[src/pkg/low_power_mode_control_params.svh]
// constants of the low-power mode controller: offsets, fields, counts
// assumes a 32-bit apb register bus and a 40 mhz core clock
`ifndef LOW_POWER_MODE_CONTROL_PARAMS_SVH
`define LOW_POWER_MODE_CONTROL_PARAMS_SVH
// ----------------------------------------------------------------
// register byte offsets
// ----------------------------------------------------------------
`define LPM_OFF_MODE       8'h00
`define LPM_OFF_TIMER_CTRL 8'h04
`define LPM_OFF_CCR        8'h08
`define LPM_OFF_WDOG       8'h0c
`define LPM_OFF_STATUS     8'h10
// ----------------------------------------------------------------
// field positions
// ----------------------------------------------------------------
`define LPM_BIT_STOP       0
`define LPM_BIT_WAIT       1
`define LPM_BIT_CAP_IE     0
`define LPM_BIT_CMP_IE     1
`define LPM_BIT_OVF_IE     2
`define LPM_BIT_IMASK      0
`define LPM_BIT_WDOG_CLR   0
// ----------------------------------------------------------------
// vectors, reset values and counts
// ----------------------------------------------------------------
`define LPM_VEC_EXT        16'h1ffa
`define LPM_VEC_TIMER      16'h1ff8
`define LPM_VEC_RESET      16'h1ffe
`define LPM_RST_TIMER_IE   3'h0
`define LPM_RST_IMASK      1'b1
`define LPM_PRESC_W        2
`define LPM_WDOG_W         18
`define LPM_WDOG_CYCLES    262144
`endif

[src/pkg/low_power_mode_control_pkg.sv]
// types of the low-power mode controller
// assumes the params header is on the include path
package low_power_mode_control_pkg;
  // ----------------------------------------------------------------
  // power modes, gray coded run -> wait -> stop
  // ----------------------------------------------------------------
  typedef enum logic [1:0] {
    MODE_RUN  = 2'h0,
    MODE_WAIT = 2'h1,
    MODE_STOP = 2'h3
  } lpm_mode_t;
  // ----------------------------------------------------------------
  // power control outputs toward the core
  // ----------------------------------------------------------------
  typedef struct packed {
    logic oscEnable;
    logic cpuHalt;
    logic timerTick;
  } power_ctl_t;
  // ----------------------------------------------------------------
  // vector fetch request toward the core
  // ----------------------------------------------------------------
  typedef struct packed {
    logic        fetch;
    logic [15:0] addr;
  } vector_req_t;
endpackage

[src/rtl/low_power_mode_control.sv]
// low-power mode controller: stop and wait latches, wake, watchdog
// assumes an apb master on core_clk, async active-low reset on rst_b
//
// Behaviour
// - Stop turns the oscillator off and freezes the timer prescaler and the watchdog.
// - Stop entry clears the capture, compare and overflow interrupt enables.
// - Stop entry clears the timer prescaler.
// - Stop entry clears the interrupt mask so external interrupts can wake.
// - Apart from those bits every register keeps its value in stop.
// - Only an external interrupt or a reset ends stop; timer requests do not.
// - An external interrupt wake fetches the vector at 1ffa and 1ffb.
// - A reset fetches the vector at 1ffe and 1fff.
// - Wait halts the cpu while oscillator and timer keep running.
// - An enabled timer interrupt request ends wait.
// - The watchdog keeps counting in wait and can still force a reset.
// - Wait entry clears the interrupt mask.
// - Wait keeps all other state, the timer enables included.
// - Any reset clears the stop latch and restarts the clocks.
// - Any reset clears the wait latch and wakes the cpu.
`timescale 1ns/1ps
`include "low_power_mode_control_params.svh"

module low_power_mode_control #(
  parameter int WDOG_CYCLES = `LPM_WDOG_CYCLES
) (
  input  wire logic                                core_clk,
  input  wire logic                                rst_b,
  input  wire logic                                psel,
  input  wire logic                                penable,
  input  wire logic                                pwrite,
  input  wire logic [7:0]                          paddr,
  input  wire logic [31:0]                         pwdata,
  output      logic [31:0]                         prdata,
  output      logic                                pready,
  output      logic                                pslverr,
  input  wire logic                                extIrq_b,
  input  wire logic [2:0]                          timerFlags,
  output      low_power_mode_control_pkg::power_ctl_t  powerCtl,
  output      low_power_mode_control_pkg::vector_req_t vectorReq,
  output      logic                                watchdogReset
);
  import low_power_mode_control_pkg::*;

  // ----------------------------------------------------------------
  // state
  // ----------------------------------------------------------------
  lpm_mode_t                 mode;
  lpm_mode_t                 next_mode;
  logic [2:0]                timerIntEn;
  logic                      irqMask;
  logic [`LPM_PRESC_W-1:0]   presc;
  logic [`LPM_WDOG_W-1:0]    wdogCount;
  logic                      irqMeta;
  logic                      irqSync;
  logic                      resetVecPending;
  logic                      wdogTimeout;
  logic                      extReq;
  logic                      timerReq;
  logic                      apbWrite;
  logic                      apbSetup;
  logic                      cmdStop;
  logic                      cmdWait;
  logic                      wdogClear;
  logic                      maskWrite;
  logic                      tctlWrite;
  logic                      wakeExt;
  logic                      wakeTimer;
  logic                      enterStop;
  logic                      enterWait;
  logic [31:0]               readValue;
  logic                      readHit;

  localparam logic [`LPM_WDOG_W-1:0] WDOG_LAST =
    `LPM_WDOG_W'(WDOG_CYCLES - 1);

  // ----------------------------------------------------------------
  // external interrupt pin synchroniser
  // ----------------------------------------------------------------
  always_ff @(posedge core_clk or negedge rst_b) begin
    if (!rst_b) begin
      irqMeta <= 1'b1;
      irqSync <= 1'b1;
    end else begin
      irqMeta <= extIrq_b;
      irqSync <= irqMeta;
    end
  end

  // ----------------------------------------------------------------
  // apb decode
  // ----------------------------------------------------------------
  assign apbSetup  = psel & ~penable;
  assign apbWrite  = psel & penable & pready & pwrite & ~pslverr;
  assign cmdStop   = apbWrite & (paddr == `LPM_OFF_MODE) &
                     pwdata[`LPM_BIT_STOP];
  assign cmdWait   = apbWrite & (paddr == `LPM_OFF_MODE) &
                     pwdata[`LPM_BIT_WAIT] & ~pwdata[`LPM_BIT_STOP];
  assign wdogClear = apbWrite & (paddr == `LPM_OFF_WDOG) &
                     ~pwdata[`LPM_BIT_WDOG_CLR];
  assign maskWrite = apbWrite & (paddr == `LPM_OFF_CCR);
  assign tctlWrite = apbWrite & (paddr == `LPM_OFF_TIMER_CTRL);

  always_comb begin
    readValue = 32'h0;
    readHit   = 1'b1;
    unique case (paddr)
      `LPM_OFF_MODE:       readValue = {30'h0, mode};
      `LPM_OFF_TIMER_CTRL: readValue = {29'h0, timerIntEn};
      `LPM_OFF_CCR:        readValue = {31'h0, irqMask};
      `LPM_OFF_WDOG:       readValue = {14'h0, wdogCount};
      `LPM_OFF_STATUS:     readValue = {28'h0, presc, powerCtl.cpuHalt,
                                        powerCtl.oscEnable};
      default:             readHit   = 1'b0;
    endcase
  end

  // no wait state: answer is prepared in the setup cycle
  always_ff @(posedge core_clk or negedge rst_b) begin
    if (!rst_b) begin
      pready  <= 1'b0;
      pslverr <= 1'b0;
      prdata  <= 32'h0;
    end else begin
      pready  <= apbSetup;
      pslverr <= apbSetup & ~readHit;
      prdata  <= (apbSetup & ~pwrite & readHit) ? readValue : 32'h0;
    end
  end

  // ----------------------------------------------------------------
  // wake qualification
  // ----------------------------------------------------------------
  assign extReq    = ~irqSync & ~irqMask;
  assign timerReq  = |(timerFlags & timerIntEn) & ~irqMask;
  assign wdogTimeout = (mode != MODE_STOP) & (wdogCount == WDOG_LAST) &
                       ~wdogClear;
  assign enterStop = (mode == MODE_RUN) & cmdStop & ~wdogTimeout;
  assign enterWait = (mode == MODE_RUN) & cmdWait & ~wdogTimeout;
  // only the pin wakes from stop; timer requests count only in wait
  assign wakeExt   = (mode != MODE_RUN) & extReq & ~wdogTimeout;
  assign wakeTimer = (mode == MODE_WAIT) & timerReq & ~extReq &
                     ~wdogTimeout;

  // ----------------------------------------------------------------
  // mode latch
  // ----------------------------------------------------------------
  always_comb begin
    next_mode = mode;
    unique case (mode)
      MODE_RUN: begin
        if (enterStop) begin
          next_mode = MODE_STOP;
        end else if (enterWait) begin
          next_mode = MODE_WAIT;
        end
      end
      MODE_WAIT: begin
        if (wakeExt | wakeTimer) begin
          next_mode = MODE_RUN;
        end
      end
      MODE_STOP: begin
        if (wakeExt) begin
          next_mode = MODE_RUN;
        end
      end
      default: next_mode = MODE_RUN;
    endcase
    if (wdogTimeout) begin
      next_mode = MODE_RUN;
    end
  end

  always_ff @(posedge core_clk or negedge rst_b) begin
    if (!rst_b) begin
      mode <= MODE_RUN;
    end else begin
      mode <= next_mode;
    end
  end

  // ----------------------------------------------------------------
  // interrupt mask: wake vectoring sets it, mode entry clears it
  // ----------------------------------------------------------------
  always_ff @(posedge core_clk or negedge rst_b) begin
    if (!rst_b) begin
      irqMask <= `LPM_RST_IMASK;
    end else if (wdogTimeout | wakeExt | wakeTimer) begin
      irqMask <= 1'b1;
    end else if (enterStop | enterWait) begin
      irqMask <= 1'b0;
    end else if (maskWrite & (mode == MODE_RUN)) begin
      irqMask <= pwdata[`LPM_BIT_IMASK];
    end
  end

  // ----------------------------------------------------------------
  // timer interrupt enables
  // ----------------------------------------------------------------
  always_ff @(posedge core_clk or negedge rst_b) begin
    if (!rst_b) begin
      timerIntEn <= `LPM_RST_TIMER_IE;
    end else if (wdogTimeout | enterStop) begin
      timerIntEn <= 3'h0;
    end else if (tctlWrite & (mode == MODE_RUN)) begin
      // held through wait and stop otherwise
      timerIntEn <= pwdata[2:0];
    end
  end

  // ----------------------------------------------------------------
  // timer prescaler, frozen in stop
  // ----------------------------------------------------------------
  always_ff @(posedge core_clk or negedge rst_b) begin
    if (!rst_b) begin
      presc <= '0;
    end else if (wdogTimeout | enterStop) begin
      presc <= '0;
    end else if (mode != MODE_STOP) begin
      presc <= presc + 1'b1;
    end
  end

  // ----------------------------------------------------------------
  // watchdog, counting in run and wait
  // ----------------------------------------------------------------
  always_ff @(posedge core_clk or negedge rst_b) begin
    if (!rst_b) begin
      wdogCount <= '0;
    end else if (wdogClear | wdogTimeout) begin
      wdogCount <= '0;
    end else if (mode != MODE_STOP) begin
      wdogCount <= wdogCount + 1'b1;
    end
  end

  // ----------------------------------------------------------------
  // outputs toward the core
  // ----------------------------------------------------------------
  always_ff @(posedge core_clk or negedge rst_b) begin
    if (!rst_b) begin
      powerCtl      <= '{oscEnable: 1'b1, cpuHalt: 1'b0, timerTick: 1'b0};
      watchdogReset <= 1'b0;
    end else begin
      powerCtl.oscEnable <= (next_mode != MODE_STOP);
      powerCtl.cpuHalt   <= (next_mode != MODE_RUN);
      powerCtl.timerTick <= (mode != MODE_STOP) & ~enterStop &
                            (&presc);
      watchdogReset      <= wdogTimeout;
    end
  end

  always_ff @(posedge core_clk or negedge rst_b) begin
    if (!rst_b) begin
      resetVecPending <= 1'b1;
      vectorReq       <= '{fetch: 1'b0, addr: 16'h0};
    end else begin
      resetVecPending <= 1'b0;
      vectorReq.fetch <= resetVecPending | wdogTimeout | wakeExt |
                         wakeTimer;
      if (resetVecPending | wdogTimeout) begin
        vectorReq.addr <= `LPM_VEC_RESET;
      end else if (wakeExt) begin
        vectorReq.addr <= `LPM_VEC_EXT;
      end else if (wakeTimer) begin
        vectorReq.addr <= `LPM_VEC_TIMER;
      end
    end
  end

  // ----------------------------------------------------------------
  // checks
  // ----------------------------------------------------------------
  chk_stop_osc_off: assert property (
    @(posedge core_clk) disable iff (!rst_b)
    enterStop |=> !powerCtl.oscEnable && mode == MODE_STOP)
    else $error("oscillator still on after stop entry");

  chk_stop_clears_ie: assert property (
    @(posedge core_clk) disable iff (!rst_b)
    enterStop |=> timerIntEn == 3'h0)
    else $error("timer enables not cleared on stop");

  chk_stop_presc_frozen: assert property (
    @(posedge core_clk) disable iff (!rst_b)
    enterStop |=> presc == '0 ##1 (presc == '0 || mode != MODE_STOP))
    else $error("prescaler not cleared or not frozen in stop");

  chk_entry_clears_mask: assert property (
    @(posedge core_clk) disable iff (!rst_b)
    (enterStop || enterWait) |=> !irqMask)
    else $error("interrupt mask not cleared on low-power entry");

  chk_stop_wake_src: assert property (
    @(posedge core_clk) disable iff (!rst_b)
    (mode == MODE_STOP && irqSync) |=> mode == MODE_STOP)
    else $error("stop left without external interrupt or reset");

  chk_ext_vector: assert property (
    @(posedge core_clk) disable iff (!rst_b)
    wakeExt |=> vectorReq.fetch && vectorReq.addr == 16'h1ffa)
    else $error("wrong vector after external wake");

  chk_wdog_vector: assert property (
    @(posedge core_clk) disable iff (!rst_b)
    wdogTimeout |=> watchdogReset && vectorReq.addr == 16'h1ffe &&
    mode == MODE_RUN && powerCtl.oscEnable)
    else $error("watchdog reset did not restart at reset vector");

  chk_wait_runs: assert property (
    @(posedge core_clk) disable iff (!rst_b)
    (mode == MODE_WAIT && !wdogClear && !wdogTimeout) |=>
    powerCtl.oscEnable && wdogCount == $past(wdogCount) + 1'b1)
    else $error("clock or watchdog stopped in wait");

  chk_wait_timer_wake: assert property (
    @(posedge core_clk) disable iff (!rst_b)
    wakeTimer |=> mode == MODE_RUN && !powerCtl.cpuHalt && irqMask)
    else $error("timer request did not end wait");

  chk_wait_keeps_ie: assert property (
    @(posedge core_clk) disable iff (!rst_b)
    (mode == MODE_WAIT && !wdogTimeout) |=> $stable(timerIntEn))
    else $error("timer enables changed in wait");

  chk_stop_clocks_off: assert property (
    @(posedge core_clk) disable iff (!rst_b)
    (mode == MODE_STOP) |-> !powerCtl.oscEnable && powerCtl.cpuHalt)
    else $error("clocks still running in stop");

  chk_stop_wdog_frozen: assert property (
    @(posedge core_clk) disable iff (!rst_b)
    (mode == MODE_STOP && !wdogClear) |=> $stable(wdogCount))
    else $error("watchdog counted in stop");

  chk_stop_keeps_ie: assert property (
    @(posedge core_clk) disable iff (!rst_b)
    (mode == MODE_STOP) |=> $stable(timerIntEn))
    else $error("timer enables changed in stop");

  chk_reset_vector: assert property (
    @(posedge core_clk) disable iff (!rst_b)
    resetVecPending |=> vectorReq.fetch && vectorReq.addr == 16'h1ffe)
    else $error("reset did not fetch the reset vector");
endmodule

[config.mk]
export PLATFORM = sky130hd
export DESIGN_NAME = low_power_mode_control
export DESIGN_NICKNAME = d
export VERILOG_FILES = /design/src/pkg/low_power_mode_control_pkg.sv /design/src/rtl/low_power_mode_control.sv
export VERILOG_INCLUDE_DIRS = /design/src /design/src/pkg
export SDC_FILE = /design/constraint.sdc
export NUM_CORES = 1
export LEC_CHECK = 0
export ABC_AREA = 1
export ABC_CLOCK_PERIOD_IN_PS = 5300
export BUFFER_PORTS_ARGS = -buffer_cell sky130_fd_sc_hd__buf_4
export CAP_MARGIN = 20
export CORE_UTILIZATION = 54
export CTS_CLUSTER_SIZE = 25
export DETAILED_ROUTE_END_ITERATION = 16
export PLACE_DENSITY = 0.88
export SYNTH_ARGS = -nofsm -noshare
export SYNTH_HDL_FRONTEND = slang
export SYNTH_SLANG_ARGS = --single-unit
[constraint.sdc]
create_clock -name core_clk -period 5.3 [get_ports core_clk]
set_clock_uncertainty 0.1 [all_clocks]
set_input_delay 0.53 -clock core_clk [delete_from_list [all_inputs] [get_ports core_clk]]
set_output_delay 0.53 -clock core_clk [all_outputs]
set_load 0.005 [all_outputs]
After elaboration in Yosys (flattened, before gate mapping)

Cells that the tools add are included.

Flip-flop bits (word level): 84
Input port bits: 49
Word-level logic and storage cells: 115

Add/sub/neg operators: 2
Eq/ne operators: 9
Mux-type cells: 21
Bitwise gates (word level): 54
Reduce and logical (&&, ||, !) cells: 12

Operators with widths:

| operator                | count |
|---|---|
| $pmux W18 S5            | 1 |
| $mux W16                | 3 |
| $mux W18                | 2 |
| $and A1 B1 Y1           | 33 |
| $mux W32                | 1 |
| $add A18 B1 Y18 const B | 1 |
| $eq A18 B18 Y1 const B  | 1 |
| $eq A8 B4 Y1 const B    | 2 |
| $mux W2                 | 7 |
| $not A1 Y1              | 11 |
| $reduce_bool A2 Y1      | 5 |
| $or A1 B1 Y1            | 9 |
| $eq A8 B3 Y1 const B    | 1 |
| $eq A8 B5 Y1 const B    | 1 |
| $logic_not A8 Y1        | 1 |
| $mux W3                 | 2 |
| $pmux W2 S3             | 1 |
| $reduce_bool A3 Y1      | 2 |
| $reduce_or A5 Y1        | 1 |
| $mux W1                 | 4 |
| $ne A2 B2 Y1 const B    | 2 |
| $and A3 B3 Y3           | 1 |
| $reduce_or A3 Y1        | 1 |
| $add A2 B1 Y2 const B   | 1 |
| other kinds (4)         | 4 |

Depth between registers and ports, before layout

Depth after elaboration: 15
Depth in mapped cells: 11
Mapped depth without buffers: 11

Least setup slack after synthesis

OpenSTA, ideal clock, no wires.

Path kind: input -> register
Start: in paddr[7]
End: reg vectorReq[11] in the netlist's numbering
Arrival: 1.481 ns
Required time: 5.076 ns
Slack: 3.595 ns
Stages: 7
Buffers on the path: 0
Path through: nor2_2 > nand2_2 > nor2_8 > nand3_1 > nand2_1 > nand3_1 > or2_1

Cells in the longest elaborated chain, start to end: 9
Elaborated cells on any way between the ends: 12
Those cells by class: eq/ne (1); mux (2); bitwise (8); reduce/logical (1)

Ends and longest elaborated chain:

| what                          | RTL line                                                     | source |
|---|---|---|
| start: declaration            | low_power_mode_control.sv:31                                 | `input wire logic [7:0] paddr,` |
| $eq A8 B4 Y1 *                | -                                                            |  |
| $and A1 B1 Y1 * (2 in series) | low_power_mode_control.sv:98                                 | `` assign wdogClear = apbWrite & (paddr == `LPM_OFF_WDOG) & `` |
| $not A1 Y1 *                  | low_power_mode_control.sv:136                                | `~wdogClear;` |
| $and A1 B1 Y1 *               | low_power_mode_control.sv:135                                | `assign wdogTimeout = (mode != MODE_STOP) & (wdogCount == WDOG_LAST) &` |
| $not A1 Y1                    | low_power_mode_control.sv:140, low_power_mode_control.sv:142 |  |
| $and A1 B1 Y1                 | low_power_mode_control.sv:140                                | `assign wakeExt = (mode != MODE_RUN) & extReq & ~wdogTimeout;` |
| $mux W16                      | low_power_mode_control.sv:263                                | `end else if (wakeExt) begin` |
| $mux W16                      | low_power_mode_control.sv:261                                | `if (resetVecPending \| wdogTimeout) begin` |
| end signal: assignment        | low_power_mode_control.sv:256                                | `vectorReq <= '{fetch: 1'b0, addr: 16'h0};` |
| end: declaration              | low_power_mode_control.sv:39                                 | `output low_power_mode_control_pkg::vector_req_t vectorReq,` |

Every way passes the cells marked *; elsewhere a longest branch is shown, timed or not.
A chain may end at the register's enable or synchronous reset.

Worst setup path in the final report

Start: reg mode[1]
End: reg powerCtl[1] in the netlist's numbering

Cells in the longest elaborated chain, start to end: 10
Elaborated cells on any way between the ends: 25
Those cells by class: eq/ne (3); mux (6); bitwise (13); reduce/logical (3)

Ends and longest elaborated chain:

| what                                           | RTL line                                                                                    | source |
|---|---|---|
| start: declaration                             | low_power_mode_control.sv:47                                                                | `lpm_mode_t mode;` |
| start signal: assignment                       | low_power_mode_control.sv:178                                                               | `mode <= next_mode;` |
| $ne A2 B2 Y1                                   | low_power_mode_control.sv:135                                                               |  |
| $and A1 B1 Y1 (2 in series)                    | low_power_mode_control.sv:135                                                               |  |
| $not A1 Y1                                     | -                                                                                           |  |
| $and A1 B1 Y1, on equally long branches        | low_power_mode_control.sv:140, low_power_mode_control.sv:138, low_power_mode_control.sv:141 |  |
| $or A1 B1 Y1 / $mux W2 (equally long branches) | low_power_mode_control.sv:158, low_power_mode_control.sv:153                                |  |
| $mux W2, on equally long branches              | low_power_mode_control.sv:158, low_power_mode_control.sv:151                                |  |
| $pmux W2 S3                                    | low_power_mode_control.sv:149                                                               | `unique case (mode)` |
| $mux W2 *                                      | low_power_mode_control.sv:169                                                               | `if (wdogTimeout) begin` |
| $reduce_bool A2 Y1 *                           | low_power_mode_control.sv:246                                                               | `powerCtl.cpuHalt <= (next_mode != MODE_RUN);` |
| end signal: assignment                         | low_power_mode_control.sv:242                                                               | `powerCtl <= '{oscEnable: 1'b1, cpuHalt: 1'b0, timerTick: 1'b0};` |
| end: declaration                               | low_power_mode_control.sv:38                                                                | `output low_power_mode_control_pkg::power_ctl_t powerCtl,` |

Marked as above.

==> implementation parameters <==
Parameter                              Value

Clock network
  Number of levels in the clock H-tree    3
  Maximum root-to-sink buffer count    2
  Clock tree from TritonCTS    built
  Clock buffer count from CTS    9
  Register clock-pin slew on the reported worst setup and hold paths    0.07 ns
  Root buffer cell    sky130_fd_sc_hd__clkbuf_8
  CTS sink count    57
  Number of hold buffers added after cts    0
  Post-CTS Setup Bufs    0
  Clock latency on the worst-skew pair    0.35 ns
  CTS resizes    0

Placement
  Final weighted congestion of routability-driven global placement    0.919
  Input/output buffers    56
  Final HPWL from detailed placement    5.07 mm

Logic synthesis
  Ys Warns    0
  Simple-gate share of the synthesized area    33.1%
  Adder-cell area share of the yosys netlist    0.807%
  Synthesized netlist cell count    371
  Number of library cell types mapped by synthesis    36
  Avg Cell Area, Syn    8.36 um2
  Combinational family with the most area after synthesis    simple AND/OR/NAND/NOR gates
  Synthesized area    3100 um2
  Compound-gate portion of the synthesized area    5.20%
  Multiplexer area fraction after synthesis    0%
  Synthesized-area fraction occupied by xor and xnor cells    2.54%
  Seq/Total Area, Yosys    46.2%
  FF+latch count, synth    57

Cells and area
  Leading cell type in the layout, fill and taps excluded    sky130_fd_sc_hd__nand2_1
  Share of cells above drive strength 1    24.4%
  Fill cell instance count of the final layout    458
  Layout Nets    476
  Commonest non-fill, non-tap cells in the layout    84 x sky130_fd_sc_hd__nand2_1, 56 x sky130_fd_sc_hd__buf_4, 52 x sky130_fd_sc_hd__dfrtp_1
  Area added between synthesis and finish    17.4%
  Count of inserted antenna diode cells    0

Global route
  Pin count of the biggest net entering global routing    58
  Number of global-route vias before repair    2542
  Number of antenna violations at the first check in global routing    0
  Wire length of the first global-routing pass    11.7 mm
  Total routing usage reported by global routing    25.9%
  Leftover overflow at the end of global routing    0

Timing
  Transition at the pin with the smallest max-transition slack    0.708 ns
  Final worst path period share    37.9%
  Fmax    498 MHz
  Final setup violation count    0
  Worst slew margin    52.8%
  Post-layout minimum cycle time    2.01 ns
  Setup repair after global routing missed its margin    false
  TNS Setup    0 ns
  Max-slew violation total from the final report    0
  Final Hold Violating Endpoints    0

Floorplanning
  Die Footprint    6050 um2
  Die extent in y    77.8 um
  IO Count    104
  Row Count    27
  Placeable core region    5510 um2
  Initial cell density of the core    56.3%
  Width of the chip    77.8 um

Job
  Count of maximum capacitance violations    0

Route
  Post-detailed-route wirelength per cell    13.9 um
  DRT iter0 DRCs    255
  Remaining DRCs    0
  Antenna viol nets, final    0
  Via/cell ratio    5.25
  DRT Pass-1 Iters    4
  Total via count after detailed routing    2637
  Total Routed Length    7.00 mm

Setup path
  Family of cells with the greatest summed delay on the critical path    simple AND/OR/NAND/NOR gates
  Slowest-stage cell, CP    sky130_fd_sc_hd__dfrtp_1
  Nature of the critical path endpoint    flop
  Data arrival time of the critical path    2.19 ns
  Critical path class    flop to flop
  CP cell instances    nand2_2 > inv_2 > nor2_1 > nand3_1 > nor2_1 > nand2_1 > nand2_1 > nand2_1 > nand3_1 > nand2_1 > inv_1
  Kind of start point of the critical path    flop
  Critical path required time    5.48 ns
  Max stage delay on crit path    0.42 ns
  Critical-path maximum fanout    15
  Crit path top cell by count    sky130_fd_sc_hd__nand2_1
  Crit path buf inv count    2

Pwr
  Total leakage power    1.76 nW
  Peak VDD IR    0.000170 V
  Total power    0.976 mW
  Power density cells    268 nW/um2

Run status
  Result of the run    finished, final reports clean

Min path
  Classification of the worst-slack hold path    input port to asynchronous set/reset pin
==> worst paths after layout <==
kind                               end  depth (start not counted)  startpoint  slack (ns)
max in group asynchronous  powerCtl[0]                          1       rst_b        4.50
min reg2reg                    irqSync                          0     irqMeta        0.26
max                        powerCtl[1]                         11     mode[1]        3.29
min in group core_clk          irqMeta                          1    extIrq_b        0.19
max reg2reg                powerCtl[1]                         11     mode[1]        3.29
min                         prdata[16]                          1       rst_b        0.13
==> power by group <==
group / switching (mW) / internal [mW]
combinational: 0.0497 / 0.0323
sequential: 0.0279 / 0.457
clock: 0.181 / 0.228
total: 0.258 / 0.717
==> synth_stat cells (all sizes together) <==
cell type / n / area (um2)
o21ai: 8 / 40.0
and3b: 1 / 8.76
a22o: 1 / 8.76
inv: 37 / 139
o211ai: 3 / 22.5
nand3: 36 / 203
xnor2: 1 / 8.76
o31ai: 4 / 30.0
nand2: 89 / 352
nand4: 11 / 68.8
ha: 2 / 25.0
xor2: 8 / 70.1
or2: 1 / 6.26
dfrtp: 52 / 1300
nand3b: 1 / 20.0
a31oi: 1 / 6.26
a21oi: 10 / 53.8
nor2: 48 / 234
nor3: 20 / 135
conb: 1 / 3.75
dfstp: 5 / 131
buf: 31 / 234
==> registers in the layout, summed over array words and instances, names as in the netlist <==
register / cells
irqMeta: 1
prdata: 18
irqMask: 1
vectorReq: 4
wdogCount: 18
pready: 1
pslverr: 1
mode: 2
watchdogReset: 1
presc: 2
timerIntEn: 3
powerCtl: 3
irqSync: 1
resetVecPending: 1
==> worst reg2reg max path: stages, from the launching register on <==
cell	delay [ns]
sky130_fd_sc_hd__dfrtp_1	0.42
sky130_fd_sc_hd__nand2_2	0.29
sky130_fd_sc_hd__inv_2	0.17
sky130_fd_sc_hd__nor2_1	0.20
sky130_fd_sc_hd__nand3_1	0.09
sky130_fd_sc_hd__nor2_1	0.14
sky130_fd_sc_hd__nand2_1	0.18
sky130_fd_sc_hd__nand2_1	0.12
sky130_fd_sc_hd__nand2_1	0.05
sky130_fd_sc_hd__nand3_1	0.06
sky130_fd_sc_hd__nand2_1	0.07
sky130_fd_sc_hd__inv_1	0.06
==> layout make-up <==
class	count	area, um2	share of cell area [%]
Clock inverter	5	55.1	1.51
Tap cell	72	90.1	2.47
Sequential cell	57	1430	39.3
Timing Repair Buffer	56	420	11.5
Multi-Input combinational cell	264	1360	37.4
Clock buffer	11	141	3.88
Inverter	37	139	3.81
==> metrics by stage <==
stage               setup slack (ns)  util, %  hold slack [ns]  area (um2)  std cells
CTS                             3.29     66.1            0.157        3640        502
global placement                3.24     62.6            0.247        3450        486
finish                          3.29     66.1            0.130        3640        502
global route                    3.15     66.1            0.179        3640        502
detailed placement              3.16     62.6            0.247        3450        486
floorplan                       3.60        -            0.134        3170        389
==> layer usage <==
layer,GRT usage [%],wire [um],vias to the layer above
li1,-,-,1266
met4,13.8,153,0
met2,43.7,3660,94
met5,0,0,-
met1,31.8,2780,1264
met3,4.00,414,13
==> logic make-up after synthesis <==
kind of cell,Yosys count
adder cells (fa/ha/maj),2
XOR/XNOR,9
flip-flops,57
AND/OR/NAND/NOR,207
buffers and inverters,68
AO/OA/AOI/OAI,27
other,1
No activity file was read; power rests on OpenSTA's default activity.
